--- src/hw/mpc_defs.svh ---
// register offsets, reset values, field positions and widths
`ifndef MPC_DEFS_SVH
`define MPC_DEFS_SVH
`define MPC_ADDR_W          5
`define MPC_OFF_TIMER       5'h01
`define MPC_OFF_CONV_CTRL   5'h09
`define MPC_OFF_CONV_RESULT 5'h0A
`define MPC_OFF_IRQ_STATUS  5'h0F
`define MPC_OFF_TIMER_CTRL  5'h10
`define MPC_OFF_PORT_A_DIR  5'h15
`define MPC_OFF_PORT_B_DIR  5'h16
`define MPC_OFF_AMP_GAIN    5'h19
`define MPC_OFF_IRQ_MASK    5'h1F
`define MPC_RST_CONV_CTRL   8'h00
`define MPC_RST_TIMER_CTRL  8'h00
`define MPC_RST_PORT_DIR    8'hFF
`define MPC_RST_AMP_GAIN    8'h00
`define MPC_RST_IRQ_MASK    8'h00
`define MPC_CC_SEG          5
`define MPC_CC_RUN          4
`define MPC_CC_PWR          3
`define MPC_TC_EDGE_IRQ     7
`define MPC_TC_GIE          6
`define MPC_TC_SRC          5
`define MPC_TC_CNT_EDGE     4
`define MPC_TC_ASSIGN       3
`define MPC_AG_AMP2_ON      7
`define MPC_AG_AMP1_ON      6
`define MPC_GAIN_MAX        3'h5
`define MPC_IF_CMP          6
`define MPC_IF_PULSE2       5
`define MPC_IF_PULSE1       4
`define MPC_IF_CONV         3
`define MPC_IF_EXT          2
`define MPC_IF_PORT         1
`define MPC_IF_TOVF         0
`define MPC_PRESC_W         8
`endif

--- src/hw/mpc_pkg.sv ---
// types shared by the peripheral control bank
package mpc_pkg;
  typedef struct packed {
    logic [4:0] addr;
    logic [7:0] wdata;
    logic       wr;
    logic       rd;
  } mpc_bus_req_s;

  typedef struct packed {
    logic       cmp_out;
    logic       pulse1_hit;
    logic       pulse2_hit;
    logic       ext_pin;
    logic [7:0] port_b_in;
    logic       timer_pin;
    logic       instr_tick;
    logic       wdt_osc_tick;
  } mpc_evt_s;

  typedef struct packed {
    logic enable_irq_instr;
    logic return_from_irq_instr;
    logic disable_irq_instr;
    logic irq_entry;
  } mpc_core_s;

  typedef enum logic [1:0] {
    MPC_CONV_IDLE = 2'b01,
    MPC_CONV_BUSY = 2'b10
  } mpc_conv_state_e;
endpackage

--- src/hw/mpc_conv_seq.sv ---
// conversion sequencer: busy from start until done, result capture on done
`timescale 1ns/1ns
`default_nettype none
module mpc_conv_seq (
  input  wire logic       clk,
  input  wire logic       reset,
  input  wire logic       clk_en,
  input  wire logic       start,
  input  wire logic       conv_done_in,
  input  wire logic [7:0] conv_data_in,
  output logic            busy,
  output logic            done,
  output logic [7:0]      result
);
  mpc_pkg::mpc_conv_state_e st_r;

  always_ff @(posedge clk)
  begin
    if (reset)
      st_r <= mpc_pkg::MPC_CONV_IDLE;
    else if (clk_en)
    begin
      unique case (st_r)
        mpc_pkg::MPC_CONV_IDLE: if (start) st_r <= mpc_pkg::MPC_CONV_BUSY;
        mpc_pkg::MPC_CONV_BUSY: if (conv_done_in) st_r <= mpc_pkg::MPC_CONV_IDLE;
        default: st_r <= mpc_pkg::MPC_CONV_IDLE;
      endcase
    end
  end

  always_ff @(posedge clk)
  begin
    if (reset)
      result <= 8'h00;
    else if (clk_en && st_r == mpc_pkg::MPC_CONV_BUSY && conv_done_in)
      result <= conv_data_in;
  end

  assign busy = (st_r == mpc_pkg::MPC_CONV_BUSY);
  assign done = clk_en && busy && conv_done_in;
endmodule
`default_nettype wire

--- src/hw/mpc_periph_bank.sv ---
// peripheral control and status register bank of the microcontroller core
//
// Operation
// - converter control bits 7 and 6 always read zero.
// - converter control bit 5 selects second (1) or first (0) control segment.
// - software writes run=1 to start; only completion clears it, writing 0 ignored.
// - power bit 1 runs converter; 0 switches off resistor reference.
// - channel_sel binary value picks analog input zero to seven.
// - channel_sel changes only while done flag and run are both low.
// - on completion load result, clear run, set done flag.
// - status bit 6 set on comparator output change, held until cleared.
// - status bits 5 and 4 set on pulse channel period, held until cleared.
// - status bit 3 set on conversion completion, held until cleared.
// - bit 2 set by external pin edge; bit 1 by second-port input change.
// - bit 0 set on timer overflow; bit 7 always reads zero.
// - status writes can only clear flags, never set them.
// - status read returns stored flags AND interrupt mask.
// - irq_edge_sel 0 selects rising, 1 falling external interrupt edge.
// - global enable set by enable/return instructions, cleared by disable or entry.
// - count_src_sel 0 instruction clock, 1 timer pin; pin as I/O needs 0.
// - count_edge_sel 0 counts rising, 1 falling pin transitions.
// - prescale_assign 0 gives prescaler to timer, 1 to watchdog.
// - ratio n divides timer by 2^(n+1), watchdog by 2^n.
// - direction bit 1 high impedance, 0 output; both registers read/write.
// - amplifier enable bits 7 and 6; disabled amplifier bypasses input.
// - three-bit gain field selects gain 2^code, 000 unity to 101 x32.
// - control bits 4 and 5 choose pin edges or instruction clock.
`timescale 1ns/1ns
`default_nettype none
`include "mpc_defs.svh"
module mpc_periph_bank (
  input  wire logic                clk,
  input  wire logic                reset,
  input  wire logic                clk_en,
  input  wire mpc_pkg::mpc_bus_req_s bus_req,
  output logic [7:0]               bus_rdata,
  input  wire mpc_pkg::mpc_evt_s   evt_in,
  input  wire mpc_pkg::mpc_core_s  core_in,
  input  wire logic                conv_done_in,
  input  wire logic [7:0]          conv_data_in,
  output logic                     conv_start,
  output logic                     conv_power_on,
  output logic [2:0]               channel_sel,
  output logic                     ctrl_segment_sel,
  output logic                     global_irq_enable,
  output logic [6:0]               irq_pending,
  output logic [7:0]               port_a_direction,
  output logic [7:0]               port_b_direction,
  output logic                     amp1_on,
  output logic                     amp2_on,
  output logic [2:0]               amp1_gain,
  output logic [2:0]               amp2_gain,
  output logic                     wdt_tick
);
  logic [7:0] conv_ctrl_r;
  logic [7:0] timer_ctrl_r;
  logic [7:0] amp_gain_r;
  logic [7:0] irq_mask_r;
  logic [7:0] port_a_dir_r;
  logic [7:0] port_b_dir_r;
  logic [7:0] timer_r;
  logic [6:0] flags_r;
  logic [6:0] flags_set;
  logic [6:0] flags_clr;
  logic [6:0] flags_nxt;
  logic [7:0] rdata_nxt;
  logic       cmp_q_r;
  logic       ext_q_r;
  logic       tpin_q_r;
  logic [7:0] port_b_q_r;
  logic       evt_seen_r;
  logic       conv_busy;
  logic       conv_done;
  logic [7:0] conv_result;
  logic       run_req;
  logic       run_set;
  logic       ext_edge;
  logic       pin_edge;
  logic       timer_evt;
  logic       timer_tick;
  logic       timer_wr;
  logic       timer_ovf;
  logic       conv_wr;
  logic       status_wr;

  // true when a write strobe addresses the given register
  function automatic logic hit_wr(input mpc_pkg::mpc_bus_req_s r, input logic [4:0] off);
    hit_wr = r.wr && (r.addr == off);
  endfunction

  // codes beyond the top defined gain act as the top gain
  function automatic logic [2:0] gain_eff(input logic [2:0] code);
    gain_eff = (code > `MPC_GAIN_MAX) ? `MPC_GAIN_MAX : code;
  endfunction

  // edge of the selected polarity between the last and the present level
  function automatic logic edge_of(input logic prev, input logic now, input logic falling);
    edge_of = falling ? (prev && !now) : (!prev && now);
  endfunction

  // status as software and the core see it: stored flags gated by the mask
  function automatic logic [6:0] masked(input logic [6:0] f, input logic [7:0] m);
    masked = f & m[6:0];
  endfunction

  // previous pin levels for edge detection; inputs are synchronous to clk
  // clk_en low freezes the history too, so no edge is lost or doubled
  always_ff @(posedge clk)
  begin
    if (reset)
    begin
      cmp_q_r    <= 1'b0;
      ext_q_r    <= 1'b0;
      tpin_q_r   <= 1'b0;
      port_b_q_r <= 8'h00;
      evt_seen_r <= 1'b0;
    end
    else if (clk_en)
    begin
      cmp_q_r    <= evt_in.cmp_out;
      ext_q_r    <= evt_in.ext_pin;
      tpin_q_r   <= evt_in.timer_pin;
      port_b_q_r <= evt_in.port_b_in;
      evt_seen_r <= 1'b1;
    end
  end

  // first cycle after reset has no valid history, so no edges are reported
  assign ext_edge = evt_seen_r && edge_of(ext_q_r, evt_in.ext_pin,
                    timer_ctrl_r[`MPC_TC_EDGE_IRQ]);

  assign pin_edge = evt_seen_r && edge_of(tpin_q_r, evt_in.timer_pin,
                    timer_ctrl_r[`MPC_TC_CNT_EDGE]);

  // pin source assumes the timer pin is not in use as general I/O
  assign timer_evt = timer_ctrl_r[`MPC_TC_SRC] ? pin_edge : evt_in.instr_tick;

  // one prescaler serves the timer or the watchdog, never both at once
  mpc_prescale u_presc (
    .clk        (clk),
    .reset      (reset),
    .clk_en     (clk_en),
    .timer_evt  (timer_evt),
    .wdt_evt    (evt_in.wdt_osc_tick),
    .to_wdt     (timer_ctrl_r[`MPC_TC_ASSIGN]),
    .ratio      (timer_ctrl_r[2:0]),
    .timer_tick (timer_tick),
    .wdt_tick   (wdt_tick)
  );

  // timer/counter; a software write wins over a count in the same cycle
  assign timer_wr = hit_wr(bus_req, `MPC_OFF_TIMER);

  always_ff @(posedge clk)
  begin
    if (reset)
      timer_r <= 8'h00;
    else if (clk_en)
    begin
      if (timer_wr)
        timer_r <= bus_req.wdata;
      else if (timer_tick)
        timer_r <= timer_r + 8'h01;
    end
  end

  // a write in the same cycle replaces the count, so it cannot overflow
  assign timer_ovf = timer_tick && !timer_wr && (timer_r == 8'hFF);

  // conversion start: only a 0-to-1 request while idle launches a conversion
  assign conv_wr = hit_wr(bus_req, `MPC_OFF_CONV_CTRL);
  assign run_req = conv_wr && bus_req.wdata[`MPC_CC_RUN];
  assign run_set = run_req && !conv_ctrl_r[`MPC_CC_RUN];
  // gated so that a frozen cycle launches nothing
  assign conv_start = clk_en && run_set;

  // the sequencer sees only a launching write, so a start while busy is dropped
  mpc_conv_seq u_conv (
    .clk          (clk),
    .reset        (reset),
    .clk_en       (clk_en),
    .start        (run_set),
    .conv_done_in (conv_done_in),
    .conv_data_in (conv_data_in),
    .busy         (conv_busy),
    .done         (conv_done),
    .result       (conv_result)
  );

  // converter control: segment and power plain; run set-only; channel gated
  always_ff @(posedge clk)
  begin
    if (reset)
      conv_ctrl_r <= `MPC_RST_CONV_CTRL;
    else if (clk_en)
    begin
      if (conv_wr)
      begin
        conv_ctrl_r[`MPC_CC_SEG] <= bus_req.wdata[`MPC_CC_SEG];
        conv_ctrl_r[`MPC_CC_PWR] <= bus_req.wdata[`MPC_CC_PWR];
        // channel held while a result is pending, so the two stay paired
        if (!flags_r[`MPC_IF_CONV] && !conv_ctrl_r[`MPC_CC_RUN])
          conv_ctrl_r[2:0] <= bus_req.wdata[2:0];
      end
      if (run_set)
        conv_ctrl_r[`MPC_CC_RUN] <= 1'b1;
      else if (conv_done)
        conv_ctrl_r[`MPC_CC_RUN] <= 1'b0;
      conv_ctrl_r[7:6] <= 2'b00;
    end
  end

  // the run bit mirrors the sequencer; both change on the same edges
  assign conv_power_on    = conv_ctrl_r[`MPC_CC_PWR];
  assign channel_sel      = conv_ctrl_r[2:0];
  assign ctrl_segment_sel = conv_ctrl_r[`MPC_CC_SEG];

  // timer / interrupt control; instruction events override a same-cycle write
  always_ff @(posedge clk)
  begin
    if (reset)
      timer_ctrl_r <= `MPC_RST_TIMER_CTRL;
    else if (clk_en)
    begin
      if (hit_wr(bus_req, `MPC_OFF_TIMER_CTRL))
        timer_ctrl_r <= bus_req.wdata;
      if (core_in.disable_irq_instr || core_in.irq_entry)
        timer_ctrl_r[`MPC_TC_GIE] <= 1'b0;
      else if (core_in.enable_irq_instr || core_in.return_from_irq_instr)
        timer_ctrl_r[`MPC_TC_GIE] <= 1'b1;
    end
  end

  // enable bit also reads back through the control register
  assign global_irq_enable = timer_ctrl_r[`MPC_TC_GIE];

  // plain read/write configuration registers
  always_ff @(posedge clk)
  begin
    if (reset)
    begin
      port_a_dir_r <= `MPC_RST_PORT_DIR;
      port_b_dir_r <= `MPC_RST_PORT_DIR;
    end
    else if (clk_en)
    begin
      if (hit_wr(bus_req, `MPC_OFF_PORT_A_DIR))
        port_a_dir_r <= bus_req.wdata;
      if (hit_wr(bus_req, `MPC_OFF_PORT_B_DIR))
        port_b_dir_r <= bus_req.wdata;
    end
  end

  // gain register keeps undefined codes; only the outputs clamp
  always_ff @(posedge clk)
  begin
    if (reset)
      amp_gain_r <= `MPC_RST_AMP_GAIN;
    else if (clk_en && hit_wr(bus_req, `MPC_OFF_AMP_GAIN))
      amp_gain_r <= bus_req.wdata;
  end

  // bit 7 of the mask is kept although no flag sits behind it
  always_ff @(posedge clk)
  begin
    if (reset)
      irq_mask_r <= `MPC_RST_IRQ_MASK;
    else if (clk_en && hit_wr(bus_req, `MPC_OFF_IRQ_MASK))
      irq_mask_r <= bus_req.wdata;
  end

  // direction 1 = high impedance, 0 = driven
  assign port_a_direction = port_a_dir_r;
  assign port_b_direction = port_b_dir_r;

  // disabled amplifier bypasses its input, so the gain code is moot then
  assign amp2_on   = amp_gain_r[`MPC_AG_AMP2_ON];
  assign amp1_on   = amp_gain_r[`MPC_AG_AMP1_ON];
  assign amp2_gain = gain_eff(amp_gain_r[5:3]);
  assign amp1_gain = gain_eff(amp_gain_r[2:0]);

  // event flags
  always_comb
  begin
    flags_set = 7'h00;
    flags_set[`MPC_IF_CMP]    = evt_seen_r && (cmp_q_r != evt_in.cmp_out);
    flags_set[`MPC_IF_PULSE2] = evt_in.pulse2_hit;
    flags_set[`MPC_IF_PULSE1] = evt_in.pulse1_hit;
    flags_set[`MPC_IF_CONV]   = conv_done;
    flags_set[`MPC_IF_EXT]    = ext_edge;
    flags_set[`MPC_IF_PORT]   = evt_seen_r && (port_b_q_r != evt_in.port_b_in);
    flags_set[`MPC_IF_TOVF]   = timer_ovf;
  end

  // a zero in the written data clears that flag; a one leaves it alone
  assign status_wr = hit_wr(bus_req, `MPC_OFF_IRQ_STATUS);
  assign flags_clr = status_wr ? ~bus_req.wdata[6:0] : 7'h00;
  assign flags_nxt = (flags_r & ~flags_clr) | flags_set;

  // every flag is held until software clears it
  always_ff @(posedge clk)
  begin
    if (reset)
      flags_r <= 7'h00;
    else if (clk_en)
      flags_r <= flags_nxt;
  end

  // level seen by the core's interrupt logic
  assign irq_pending = masked(flags_r, irq_mask_r);

  // read mux; unmapped addresses return zero
  always_comb
  begin
    rdata_nxt = 8'h00;
    unique case (bus_req.addr)
      `MPC_OFF_TIMER:       rdata_nxt = timer_r;
      `MPC_OFF_CONV_CTRL:   rdata_nxt = {2'b00, conv_ctrl_r[5:0]};
      // result register is read only; writes to it fall through
      `MPC_OFF_CONV_RESULT: rdata_nxt = conv_result;
      `MPC_OFF_IRQ_STATUS:  rdata_nxt = {1'b0, masked(flags_r, irq_mask_r)};
      `MPC_OFF_TIMER_CTRL:  rdata_nxt = timer_ctrl_r;
      `MPC_OFF_PORT_A_DIR:  rdata_nxt = port_a_dir_r;
      `MPC_OFF_PORT_B_DIR:  rdata_nxt = port_b_dir_r;
      `MPC_OFF_AMP_GAIN:    rdata_nxt = amp_gain_r;
      `MPC_OFF_IRQ_MASK:    rdata_nxt = irq_mask_r;
      default:              rdata_nxt = 8'h00;
    endcase
  end

  // read data stand only in the cycle after the strobe
  always_ff @(posedge clk)
  begin
    if (reset)
      bus_rdata <= 8'h00;
    else if (clk_en)
      bus_rdata <= bus_req.rd ? rdata_nxt : 8'h00;
  end
endmodule
`default_nettype wire

--- src/hw/mpc_prescale.sv ---
// shared prescaler between timer/counter and watchdog
`timescale 1ns/1ns
`default_nettype none
`include "mpc_defs.svh"
module mpc_prescale (
  input  wire logic       clk,
  input  wire logic       reset,
  input  wire logic       clk_en,
  input  wire logic       timer_evt,
  input  wire logic       wdt_evt,
  input  wire logic       to_wdt,
  input  wire logic [2:0] ratio,
  output var  logic       timer_tick,
  output var  logic       wdt_tick
);
  logic [`MPC_PRESC_W-1:0] cnt_r;
  logic                    evt;
  logic                    wrap;
  logic [3:0]              shift;

  // terminal count of a divide by 2^shift
  function automatic logic [`MPC_PRESC_W-1:0] term(input logic [3:0] s);
    term = (`MPC_PRESC_W)'((9'h001 << s) - 9'h001);
  endfunction

  assign shift = to_wdt ? {1'b0, ratio} : ({1'b0, ratio} + 4'h1);
  assign evt   = to_wdt ? wdt_evt : timer_evt;
  assign wrap  = evt && (cnt_r >= term(shift));

  always_ff @(posedge clk)
  begin
    if (reset)
      cnt_r <= '0;
    else if (clk_en && evt)
      cnt_r <= wrap ? '0 : cnt_r + 8'h01;
  end

  // whichever side loses the prescaler sees raw events
  assign timer_tick = to_wdt ? timer_evt : wrap;
  assign wdt_tick   = to_wdt ? wrap : wdt_evt;
endmodule
`default_nettype wire
--- config.mk ---
export PLATFORM = sky130hd
export DESIGN_NAME = mpc_periph_bank
export DESIGN_NICKNAME = d
export VERILOG_FILES = /design/src/hw/mpc_pkg.sv /design/src/hw/mpc_conv_seq.sv /design/src/hw/mpc_periph_bank.sv /design/src/hw/mpc_prescale.sv
export VERILOG_INCLUDE_DIRS = /design/src /design/src/hw
export SDC_FILE = /design/constraint.sdc
export NUM_CORES = 1
export LEC_CHECK = 0
export BUFFER_PORTS_ARGS = -buffer_cell sky130_fd_sc_hd__buf_2
export CAP_MARGIN = 20
export CORE_MARGIN = 3
export CORE_UTILIZATION = 56
export DETAILED_ROUTE_END_ITERATION = 16
export GPL_TIMING_DRIVEN = 1
export PLACE_DENSITY = 0.8
export SYNTH_ARGS = -nofsm -noshare
export SYNTH_HDL_FRONTEND = slang
export SYNTH_SLANG_ARGS = --single-unit
export TNS_END_PERCENT = 10
--- constraint.sdc ---
create_clock -name clk -period 4.81 [get_ports clk]
set_clock_uncertainty 0.15 [all_clocks]
set_input_delay 0.962 -clock clk [delete_from_list [all_inputs] [get_ports clk]]
set_output_delay 0.962 -clock clk [all_outputs]
set_load 0.05 [all_outputs]
# [Yosys cells after proc, flatten, opt, wreduce, memory -nomap -nowiden]
# Index checks and enable logic that the tools add are counted.
[word_totals] reg_bits=99 latch_bits=0 mem_bits_rw=0 mem_bits_ro=0 out_inout_bits=47 elab_cells=121 memories=0
[op_classes] add_sub_neg=4 mul=0 n_div=0 n_lt_le_gt_ge=3 eq_ne=16 shifts=1 n_mux=23 bitwise_logic=5 n_reduce_logical=49
[op_table] operator="8-bit one-hot mux with 9 select lines" count=1
[op_table] operator="8-bit two-way mux" count=4
[op_table] operator="1-bit logical AND" count=28
[op_table] operator="5-bit == test, second input constant" count=5
[op_table] operator="8-bit by 1-bit adder with 8-bit output, second input constant" count=2
[op_table] operator="5-bit by 4-bit == test with 1-bit output, second input constant" count=3
[op_table] operator="7-bit bitwise AND" count=2
[op_table] operator="7-bit two-way mux" count=2
[op_table] operator="7-bit NOT" count=2
[op_table] operator="2-bit AND reduction" count=7
[op_table] operator="1-bit two-way mux" count=10
[op_table] operator="8-bit == test, second input constant" count=1
[op_table] operator="8-bit >= comparator" count=1
[op_table] operator="8-bit != test" count=1
[op_table] operator="1-bit by 4-bit << shifter with 8-bit output, first input constant" count=1
[op_table] operator="8-bit by 1-bit subtractor with 8-bit output, second input constant" count=1
[op_table] operator="1-bit zero test" count=7
[op_table] operator="7-bit bitwise OR" count=1
[op_table] operator="3-bit > comparator, second input constant" count=2
[op_table] operator="3-bit two-way mux" count=2
[op_table] operator="3-bit AND reduction" count=2
[op_table] operator="5-bit by 1-bit == test with 1-bit output, second input constant" count=1
[op_table] operator="3-bit by 1-bit adder with 4-bit output, second input constant" count=1
[op_table] operator="2-bit two-way mux" count=2
[op_table] operator="9 further kinds" count=12

# [Longest topological paths before layout]
# Gate-level depths: netlist (run 1).
[logic_depth] word_depth=11 ltp_mapped=17

# [Cells and area by module]
# Synthesis (run 1) repeated with hierarchy kept, for this count alone.
[unflattened] cells_unflattened=646 hier_area_um2=5442.7
[modules_own_cells] module="mpc_periph_bank" n_inst=1 cells_per_inst=489 area_each_um2=4121.5 seq_area_each_um2=1621.6
[modules_own_cells] module="mpc_prescale" n_inst=1 cells_per_inst=110 area_each_um2=927.1 seq_area_each_um2=160.2
[modules_own_cells] module="mpc_conv_seq" n_inst=1 cells_per_inst=47 area_each_um2=394.1 seq_area_each_um2=200.2

# [Least setup slack after synthesis (run 1)]
# Ideal clock, no wire load.
[synth_timing] path_type="register to output" startpoint="register timer_ctrl_r[0]" endpoint="output wdt_tick" t_arrival_ps=3863 setup_slack_ps=-165 path_stages_with_launch=14 n_path_buf=2 path_cell_list="dfxtp_1 -> ha_1 -> mux2_2 -> or3_1 -> ha_1 -> nor3_1 -> a21o_1 -> a32oi_1 -> ha_1 -> nand2_1 -> a311o_1 -> buf_2 -> clkbuf_1 -> a31oi_1"
[synth_between] elab_chain_len=7
[synth_lines] item="start, declared" line="mpc_periph_bank.sv:56" text="logic [7:0] timer_ctrl_r;"
[synth_lines] item="start signal, assigned" line="mpc_periph_bank.sv:222" text="timer_ctrl_r <= `MPC_RST_TIMER_CTRL;"
[synth_lines] item="start signal, assigned" line="mpc_periph_bank.sv:226" text="timer_ctrl_r <= bus_req.wdata;"
[synth_lines] item="3-bit by 1-bit adder with 4-bit output" line="mpc_prescale.sv:26" text="assign shift = to_wdt ? {1'b0, ratio} : ({1'b0, ratio} + 4'h1);"
[synth_lines] item="4-bit two-way mux *" line="mpc_prescale.sv:26"
[synth_lines] item="1-bit by 4-bit << shifter with 8-bit output *" line="mpc_prescale.sv:23" text="term = (`MPC_PRESC_W)'((9'h001 << s) - 9'h001);"
[synth_lines] item="8-bit by 1-bit subtractor with 8-bit output *" line="mpc_prescale.sv:23"
[synth_lines] item="8-bit >= comparator *" line="mpc_prescale.sv:28" text="assign wrap = evt && (cnt_r >= term(shift));"
[synth_lines] item="1-bit logical AND *" line="mpc_prescale.sv:28"
[synth_lines] item="1-bit two-way mux *" line="mpc_prescale.sv:40" text="assign wdt_tick = to_wdt ? wrap : wdt_evt;"
[synth_lines] item="end, declared" line="mpc_periph_bank.sv:53" text="output logic wdt_tick"
# Mark *: on every way between the ends. The rest lies on a longest branch, timed or not.

# [Final worst setup path (run 1)]
# Ends and elaborated chain as after synthesis.

==> impl_metrics.toml, run 1 <==
[clock_network]
post_cts_resized = 2
clock-sinks = 99
clock_latency_ns = 0.38
cts-root-buf = "clkbuf_8"
numCtsBuffers = 9
path_clk_slew_ns = 0.11
hold_buffers = 0
cts_tree = "yes"
cts_buffer_depth = 2
post-cts-setup-buffers = 0
htreeDepth = 3

[synthesis]
synth_edf_count = 0
syn-num-nets = 698
yosysSeqAreaShare_pct = 37.4
yosysTopAreaCellShare_pct = 37.4
ys_seq_elements = 99
avgSynthCellArea_um2 = 8.29
ys.flop_type = "dfxtp_1"
synth_area_mm2 = 0.00530
post-synth-top-area-cell = "dfxtp_1"
async_flop_share_pct = 0
netlist_instances = 640
synth_commonest_cells = "dfxtp_1 (99), nand2_1 (84), nor2_1 (61)"
synthDistinctLibCells = 58
synth.area.top_cells = "dfxtp_1 (37%), mux2i_1 (7.4%), nand2_1 (5.9%)"
synth_warnings = 0
synth.most_common_cell = "dfxtp_1"

[setup_path]
r2r_slack_ns = 0.65
worst_setup_path_start_kind = "flip-flop"
crit_path_end_kind = "primary output"
reg2reg_depth = 13
crit_arrival_ns = 3.55
timing.rr.start = "timer_ctrl_r[0]$_SDFFE_PP0P_"
path_max_fanout = 7
worst-setup-path-type = "flip-flop to primary output"
required_ns = 3.70
rr_endpoint = "timer_r[1]$_SDFFE_PP0P_"

[sta]
tightest_slew_ns = 1.04
final_max_slew_viol_count = 0
fin_crit_ns = 4.67
max_freq_mhz = 214
setup_slack_ns = 0.144
finalCritPeriodShare_pct = 97.0
setup_viol_count_final = 0
relSlewSlack_pct = 30.4
hold_violations = 0

[power]
irDropWorstVdd_mv = 0.199
power_density_mw_per_mm2 = 257
p_leak_uw = 0.00238
finalPower_uw = 1530

[route]
firstDrtPassIters = 8
routed_wl_um = 15500
drt_iter0_drc = 629
wl_met1_um = 6420
via_per_inst = 6.19
antenna_left = 0
wl_met3_um = 1690
drc = 0
wire_per_inst_um = 18.7
wl_met2_um = 6960
vias = 5142
top_layer = "met4"

[floorplan]
die_h_um = 103
die_width_um = 103
dieArea_mm2 = 0.0107
rows = 34
initial_utilization_pct = 59.1
ios = 93
core-area_mm2 = 0.00898

[grt]
grt_max_degree = 53
grt_pass1_wl_um = 24100
grt_use_total_pct = 29.4
grt_pass1_vias = 4722
overflow = 0
antenna_found_initial = 0

[cells_and_area]
final_util_pct = 66.2
final_cell_area_mm2 = 0.00595
n_antenna_cell = 0
final_nets = 758
final-seq-area_mm2 = 0.00199
syn_to_final_growth_pct = 12.1
nFillCells = 775
layout-drive-gt1-share_pct = 18.3
multi_input_area_mm2 = 0.00306
final_cells = 831

[placed_design]
place_ws_ns = 0.354
placed_cells = 815
portBuffers = 92
hpwl_um = 11400
place_area_mm2 = 0.00575
place.gp.congestion = 1.00

[min_path]
whs_path_depth = 2
hp-class = "flip-flop to flip-flop"
min_to = "bus_rdata[5]$_SDFFE_PP0P_"
hold_path_startpoint = "bus_rdata[5]$_SDFFE_PP0P_"

[flow_run]
maxCapViolations = 0

[outcome]
outcome = "completed"
## layer usage
layer  global-route usage, %  vias up
met5                       0        -
met3                    7.18       42
met4                    11.5        0
met2                    45.9      301
met1                    39.4     2410
li1                        -     2389
## power by group
part | leakage, uW | switching [uW] | internal (uW)
logic | 0.00149 | 104 | 62.0
registers | 0.000803 | 11.8 | 832
clock network | 0.0000869 | 323 | 199
total | 0.00238 | 438 | 1090
## sequential cells by signal (all words and copies together) (netlist names)
signal,cells
amp_gain_r,8
bus_rdata,8
cmp_q_r,1
conv_ctrl_r,6
evt_seen_r,1
ext_q_r,1
flags_r,7
irq_mask_r,8
port_a_direction,8
port_b_direction,8
port_b_q_r,8
timer_ctrl_r,8
timer_r,8
tpin_q_r,1
u_conv.result,8
u_conv.st_r,2
u_presc.cnt_r,8
## logic make-up after synthesis
family	share of synthesized area (%)
flip-flops	37.4
multiplexers	8.07
XOR/XNOR	3.30
AO/OA/AOI/OAI	16.0
AND/OR/NAND/NOR	27.2
adder cells (fa/ha/maj)	2.83
buffers and inverters	5.28
## cell type report
class	instances	share of cell area (%)
Multi-Input combinational cell	480	51.4
Sequential cell	99	33.4
Timing Repair Buffer	100	8.86
Tap cell	126	2.65
Clock buffer	10	2.15
Clock inverter	6	0.926
Inverter	10	0.631
## worst max-delay path, stage by stage, from the launching register on
cell and delay (ns):
dfxtp_2 0.37, ha_1 0.30, mux2_2 0.33, or3_1 0.38
ha_2 0.25, nor3_2 0.22, a21o_1 0.12, a32oi_1 0.10
ha_1 0.31, nand2_1 0.08, a311o_1 0.36, a31oi_2 0.20
buf_6 0.18
## how the worst max path moves through the flow
stage | start | to | depth (start not counted)
after floorplan | timer_ctrl_r[0]$_SDFFE_PP0P_ | wdt_tick | 13
after detailed placement | timer_ctrl_r[0]$_SDFFE_PP0P_ | wdt_tick | 12
after CTS | timer_ctrl_r[1]$_SDFFE_PP0P_ | wdt_tick | 12
after global routing | timer_ctrl_r[0]$_SDFFE_PP0P_ | wdt_tick | 12
final | timer_ctrl_r[0]$_SDFFE_PP0P_ | wdt_tick | 12
after global placement | timer_ctrl_r[0]$_SDFFE_PP0P_ | wdt_tick | 12
## through the flow
| stage | hold WS (ns) | setup TNS (ns) |
|---|---|---|
| after floorplan | 0.282 | 0 |
| after global placement | 0.285 | 0 |
| after detailed placement | 0.292 | 0 |
| after CTS | 0.308 | 0 |
| after global routing | 0.335 | -0.0177 |
| final | 0.308 | 0 |
## layout by cell type, fill, tap and decap left out, types with 3 or more instances in the layout
cell type and n:
inv_1 10, and3_1 16, a21o_1 5, nor3_1 6, o21ai_1 3, and2_1 15
nor2_1 61, a222oi_1 4, o21ai_0 16, a22oi_1 15, nand4_1 16, buf_2 91
buf_4 8, xor2_1 4, xnor2_1 16, a21oi_1 36, a211o_1 9, clkbuf_8 9
a32oi_1 4, dfxtp_2 3, nor2b_1 10, o2111ai_1 7, nand2b_1 19, and4b_1 3
o211ai_1 3, mux2i_1 39, ha_1 11, a31oi_1 7, nand3b_1 15, nand3_1 18
dfxtp_1 96, nand2_1 84
Note: power is estimated with default switching activity, not from simulation.
==> run 2, diff against run 1 <==
Settings changed: CAP_MARGIN 20 to default, SETUP_SLACK_MARGIN from default to 0.4.
==> run 2 against run 1 <==
Effect of this change:
- clock-buffer cell count is 1 lower
- first-iteration DRC count fell by 30%
- hold slack better by 0.0026 ns
- setup slack improved by 0.30 ns
- via count fell by 1.1%
- die area stayed put
- final area increased by 2.4%
- wire length is 3.0% higher
- power is 0.62% lower
- register-to-register slack better by 0.25 ns
- cell count increased by 0.48%
- flip-flop and latch count unchanged
==> impl_metrics.toml, run 2 (synthesis results as in run 1) <==
[outcome]
outcome = "completed"

[clock_network]
path_clk_slew_ns = 0.09
htreeDepth = 3
cts_tree = "yes"
hold_buffers = 0
clock-sinks = 99
cts_buffer_depth = 2
clock_latency_ns = 0.38
numCtsBuffers = 9
cts-root-buf = "clkbuf_8"

[floorplan]
ios = 93
die_width_um = 103
initial_utilization_pct = 59.1
rows = 34
die_h_um = 103
dieArea_mm2 = 0.0107
core-area_mm2 = 0.00898

[setup_path]
cp_top_family = "adder cells"
critical_path_buf_inv_count = 1
crit_path_end_kind = "primary output"
rr_endpoint = "timer_r[1]$_SDFFE_PP0P_"
critical_path.max_stage_delay_ns = 0.39
worst-setup-path-type = "flip-flop to primary output"
reg2reg_depth = 12
path_max_fanout = 4
cpMaxStageDelayCell = "a311o_1"
crit_arrival_ns = 3.25
crit_chain = "ha_4, mux2_4, or3_4, ha_4, xor2_1, ha_1, and3_1, o21ai_1, a311o_1, a31oi_4, buf_6"
timing.rr.start = "timer_ctrl_r[0]$_SDFFE_PP0P_"
crit_top_cell = "ha_4"
r2r_slack_ns = 0.90
worst_setup_path_start_kind = "flip-flop"
required_ns = 3.70

[grt]
grt_use_met2_pct = 48.0
grt_use_total_pct = 30.7
grt.busiest_layer = "met2"
overflow = 0
grt_use_met3_pct = 6.37
grtUsageMet1_pct = 41.3
grt_max_degree = 101
grt_pass1_wl_um = 25100
antenna_found_initial = 0
grt_pass1_vias = 4787

[power]
irDropWorstVdd_mv = 0.186
netSwitchingPower_uw = 431
p_sw_share_pct = 28.4
clkPwrFrac_pct = 33.5
combPwrFrac_pct = 11.1
p_leak_uw = 0.00241
power_density_mw_per_mm2 = 250
intPower_uw = 1090
finalPower_uw = 1520
power_frac_seq_pct = 55.4

[min_path]
hold_path_startpoint = "irq_mask_r[7]$_SDFFE_PP0P_"
min_to = "irq_mask_r[7]$_SDFFE_PP0P_"
hp-class = "flip-flop to flip-flop"
whs_path_depth = 2

[placed_design]
place.gp.congestion = 0.944
portBuffers = 92
placed_cells = 814
hpwl_um = 11300

[sta]
setup_viol_count_final = 0
tns_ns = 0
hold_ws_ns = 0.311
fin_crit_ns = 4.36
rsz0062_at_grt = "true"
final_max_slew_viol_count = 0
hold_violations = 0
tightest_slew_ns = 1.26
max_freq_mhz = 229
finalCritPeriodShare_pct = 90.7
relSlewSlack_pct = 15.3

[route]
routed_wl_um = 16000
antenna_left = 0
via_per_inst = 6.09
wire_per_inst_um = 19.1
firstDrtPassIters = 6
drc = 0
vias = 5084
drt_iter0_drc = 443

[cells_and_area]
layout_common_cells = "dfxtp_1 (95), buf_2 (91), nand2_1 (84)"
syn_to_final_growth_pct = 14.8
layout_commonest_cell = "dfxtp_1"
nFillCells = 749
layout-drive-gt1-share_pct = 20.3
final_cells = 835
n_antenna_cell = 0
final_nets = 762
final-seq-area_mm2 = 0.00199
multi_input_area_mm2 = 0.00316

[flow_run]
maxCapViolations = 0
==> run 2: area by class of cell <==
cell class | instances | area share [%]
clock buffer | 9 | 2.03
timing repair buffer | 104 | 9.15
inverter | 10 | 0.617
multi-input combinational | 480 | 51.9
tap | 126 | 2.59
clock inverter | 7 | 0.966
sequential | 99 | 32.8
==> run 2: layer usage <==
metal	routed length (um)	vias to the layer above	part of all wire [%]
li1	-	2395	-
met2	7410	254	46
met1	6550	2386	41
met3	1440	49	9.0
met4	567	0	3.6
met5	0	-	0
==> run 2: worst max-delay path by stage <==
stage / start / to / cells after the start / slack (ns)
after floorplan: timer_ctrl_r[0]$_SDFFE_PP0P_ / wdt_tick / 13 / 0.43
final: timer_ctrl_r[0]$_SDFFE_PP0P_ / wdt_tick / 11 / 0.45
after global routing: timer_ctrl_r[0]$_SDFFE_PP0P_ / wdt_tick / 11 / 0.39
after detailed placement: timer_ctrl_r[3]$_SDFFE_PP0P_ / wdt_tick / 11 / 0.47
after global placement: timer_ctrl_r[3]$_SDFFE_PP0P_ / wdt_tick / 11 / 0.55
after CTS: timer_ctrl_r[0]$_SDFFE_PP0P_ / wdt_tick / 13 / 0.43
==> run 2: timing repair <==
item / CTS / global route
pin swaps: 7 / 5
setup buffers: 5 / 0
gates resized for setup: 20 / 4
gates cloned: 0 / 0
endpoints found under the setup margin: 1 / 1
==> run 2: worst register-to-register path: cells and delay by family (launching register included) <==
kind	cells	cell delay, ns
mux	2	0.65
fa+ha+maj	3	0.73
flops	1	0.37
compound gates	3	0.98
buf+inv	1	0.21
xor+xnor	1	0.18
simple gates	2	0.53
==> run 2: power groups by stage <==
stage	sequential [uW]	clock [uW]	combinational, uW
finish	843	510	169
global route	845	547	183
CTS	843	519	166
detailed placement	863	0	164
global placement	862	0	158
floorplan	865	0	109
==> run 2: metrics by stage <==
step                      util [%]  area [um2]  setup WS (ns)
after detailed placement      64.1        5750          0.466
after global placement        64.1        5750          0.548
final                         67.8        6090          0.445
after global routing          67.8        6090          0.387
after floorplan                  -        5330          0.431
after CTS                     67.6        6070          0.430
==> run 3, diff against run 2 <==
Settings changed: CTS_BUF_LIST from default to sky130_fd_sc_hd__clkbuf_16.
==> run 3 against run 2 <==
Effect of this change:
- fmax fell by 0.90%
- clock power rose by 36%
- setup slack got worse by 0.040 ns
- hold slack got worse by 0.0044 ns
- critical path depth rose by 1
- flip-flop and latch count did not move
- critical path type unchanged
- largest power group unchanged
- highest routed layer is now met5
==> impl_metrics.toml, run 3 (synthesis results as in run 1) <==
[outcome]
outcome = "completed"

[sta]
final_max_slew_viol_count = 0
setup_viol_count_final = 0
finalCritPeriodShare_pct = 91.6
tns_ns = 0
max_freq_mhz = 227
tightest_slew_ns = 1.23
rsz0062_at_grt = "true"
fin_crit_ns = 4.40
hold_violations = 0
relSlewSlack_pct = 17.5
hold_ws_ns = 0.307

[clock_network]
cts_buffer_depth = 2
htreeDepth = 3
clock_latency_ns = 0.35
numCtsBuffers = 9
clock-sinks = 99
path_clk_slew_ns = 0.07
cts_tree = "yes"
cts-root-buf = "clkbuf_16"

[setup_path]
timing.rr.start = "timer_ctrl_r[0]$_SDFFE_PP0P_"
crit_path_end_kind = "primary output"
rr_endpoint = "timer_r[1]$_SDFFE_PP0P_"
r2r_slack_ns = 0.83
cp.depth = 12
reg2reg_depth = 13
crit_end = "wdt_tick"
cpMaxStageDelayCell = "a311o_1"
path_max_fanout = 4
worst_setup_path_start_kind = "flip-flop"
required_ns = 3.70
critical_path_buf_inv_count = 2
startpoint = "timer_ctrl_r[0]$_SDFFE_PP0P_"
worst-setup-path-type = "flip-flop to primary output"
crit_chain = "ha_4, mux2_4, or3_4, ha_4, buf_6, xor2_2, ha_1, and3_1, o21ai_1, a311o_1, a31oi_4, buf_6"
critical_path.max_stage_delay_ns = 0.40
cp_top_family = "adder cells"
crit_arrival_ns = 3.29

[floorplan]
dieArea_mm2 = 0.0107
core-area_mm2 = 0.00898
initial_utilization_pct = 59.1
rows = 34
die_width_um = 103
die_h_um = 103
ios = 93

[grt]
overflow = 0
grt_max_degree = 101
grt_pass1_wl_um = 25100
grt_use_total_pct = 30.6
antenna_found_initial = 1
grt_pass1_vias = 4775

[cells_and_area]
multi_input_area_mm2 = 0.00316
layout_common_cells = "dfxtp_1 (96), buf_2 (91), nand2_1 (84)"
final_nets = 762
final-seq-area_mm2 = 0.00199
layout-drive-gt1-share_pct = 20.2
nFillCells = 725
layout_commonest_cell = "dfxtp_1"
final_util_pct = 69.0
n_antenna_cell = 0
syn_to_final_growth_pct = 16.7

[placed_design]
hpwl_um = 11300
place.gp.congestion = 0.944
portBuffers = 92

[route]
wire_per_inst_um = 19.1
antenna_left = 0
drt_iter0_drc = 456
via_per_inst = 6.14
firstDrtPassIters = 8
drc = 0
routed_wl_um = 15900
vias = 5123

[power]
p_leak_uw = 0.00246
irDropWorstVdd_mv = 0.196
power_density_mw_per_mm2 = 275

[min_path]
hp-class = "flip-flop to flip-flop"

[flow_run]
maxCapViolations = 0
[run 3: per-layer routing]
layer	global-route usage (%)	up-vias	part of all wire (%)
met1	41.1	2420	40
met4	9.36	2	2.5
li1	-	2396	-
met5	0	-	0.050
met3	7.58	37	10
met2	48.8	268	47
[run 3: what timing repair did]
item | in CTS | in global routing
setup buffers | 4 | 1
gates resized for setup | 13 | 11
hold buffers | 0 | 0
setup endpoints to repair | 1 | 1
pin swaps | 6 | 12
[run 3: layout make-up]
cell class	instances	area share, %
Tap cell	126	2.55
Timing Repair Buffer	104	9.05
Inverter	10	0.606
Sequential cell	99	32.2
Multi-Input combinational cell	480	51.0
Clock buffer	9	3.64
Clock inverter	7	0.950
[run 3: where the power goes]
group / leakage, uW / switching [uW] / total (uW) / internal (uW)
clock network: 0.000138 / 334 / 693 / 359
registers: 0.000804 / 12.4 / 843 / 831
logic: 0.00152 / 106 / 169 / 63.5
[run 3: worst min-delay path, delay by kind of cell, from the launching register on]
family | cells | cell delay [ns]
compound gates | 1 | 0.05
flops | 1 | 0.31
simple gates | 1 | 0.05
[run 3: how the worst min path moves through the flow]
stage                                        startpoint                       endpoint  cells past startpoint
after global placement        bus_rdata[6]$_SDFFE_PP0P_      bus_rdata[6]$_SDFFE_PP0P_                      2
after global routing         irq_mask_r[1]$_SDFFE_PP0P_     irq_mask_r[1]$_SDFFE_PP0P_                      2
after floorplan           u_conv.result[2]$_SDFFE_PP0P_  u_conv.result[2]$_SDFFE_PP0P_                      2
after detailed placement     irq_mask_r[7]$_SDFFE_PP0P_     irq_mask_r[7]$_SDFFE_PP0P_                      2
final                         bus_rdata[6]$_SDFFE_PP0P_      bus_rdata[6]$_SDFFE_PP0P_                      2
after CTS                    irq_mask_r[7]$_SDFFE_PP0P_     irq_mask_r[7]$_SDFFE_PP0P_                      2
[run 3: through the flow]
stage	area, um2	power, uW	setup slack (ns)	std cells
global placement	5750	1020	0.548	814
floorplan	5330	974	0.431	640
CTS	6120	1710	0.402	834
global route	6190	1760	0.310	835
detailed placement	5750	1030	0.466	814
finish	6190	1710	0.406	835
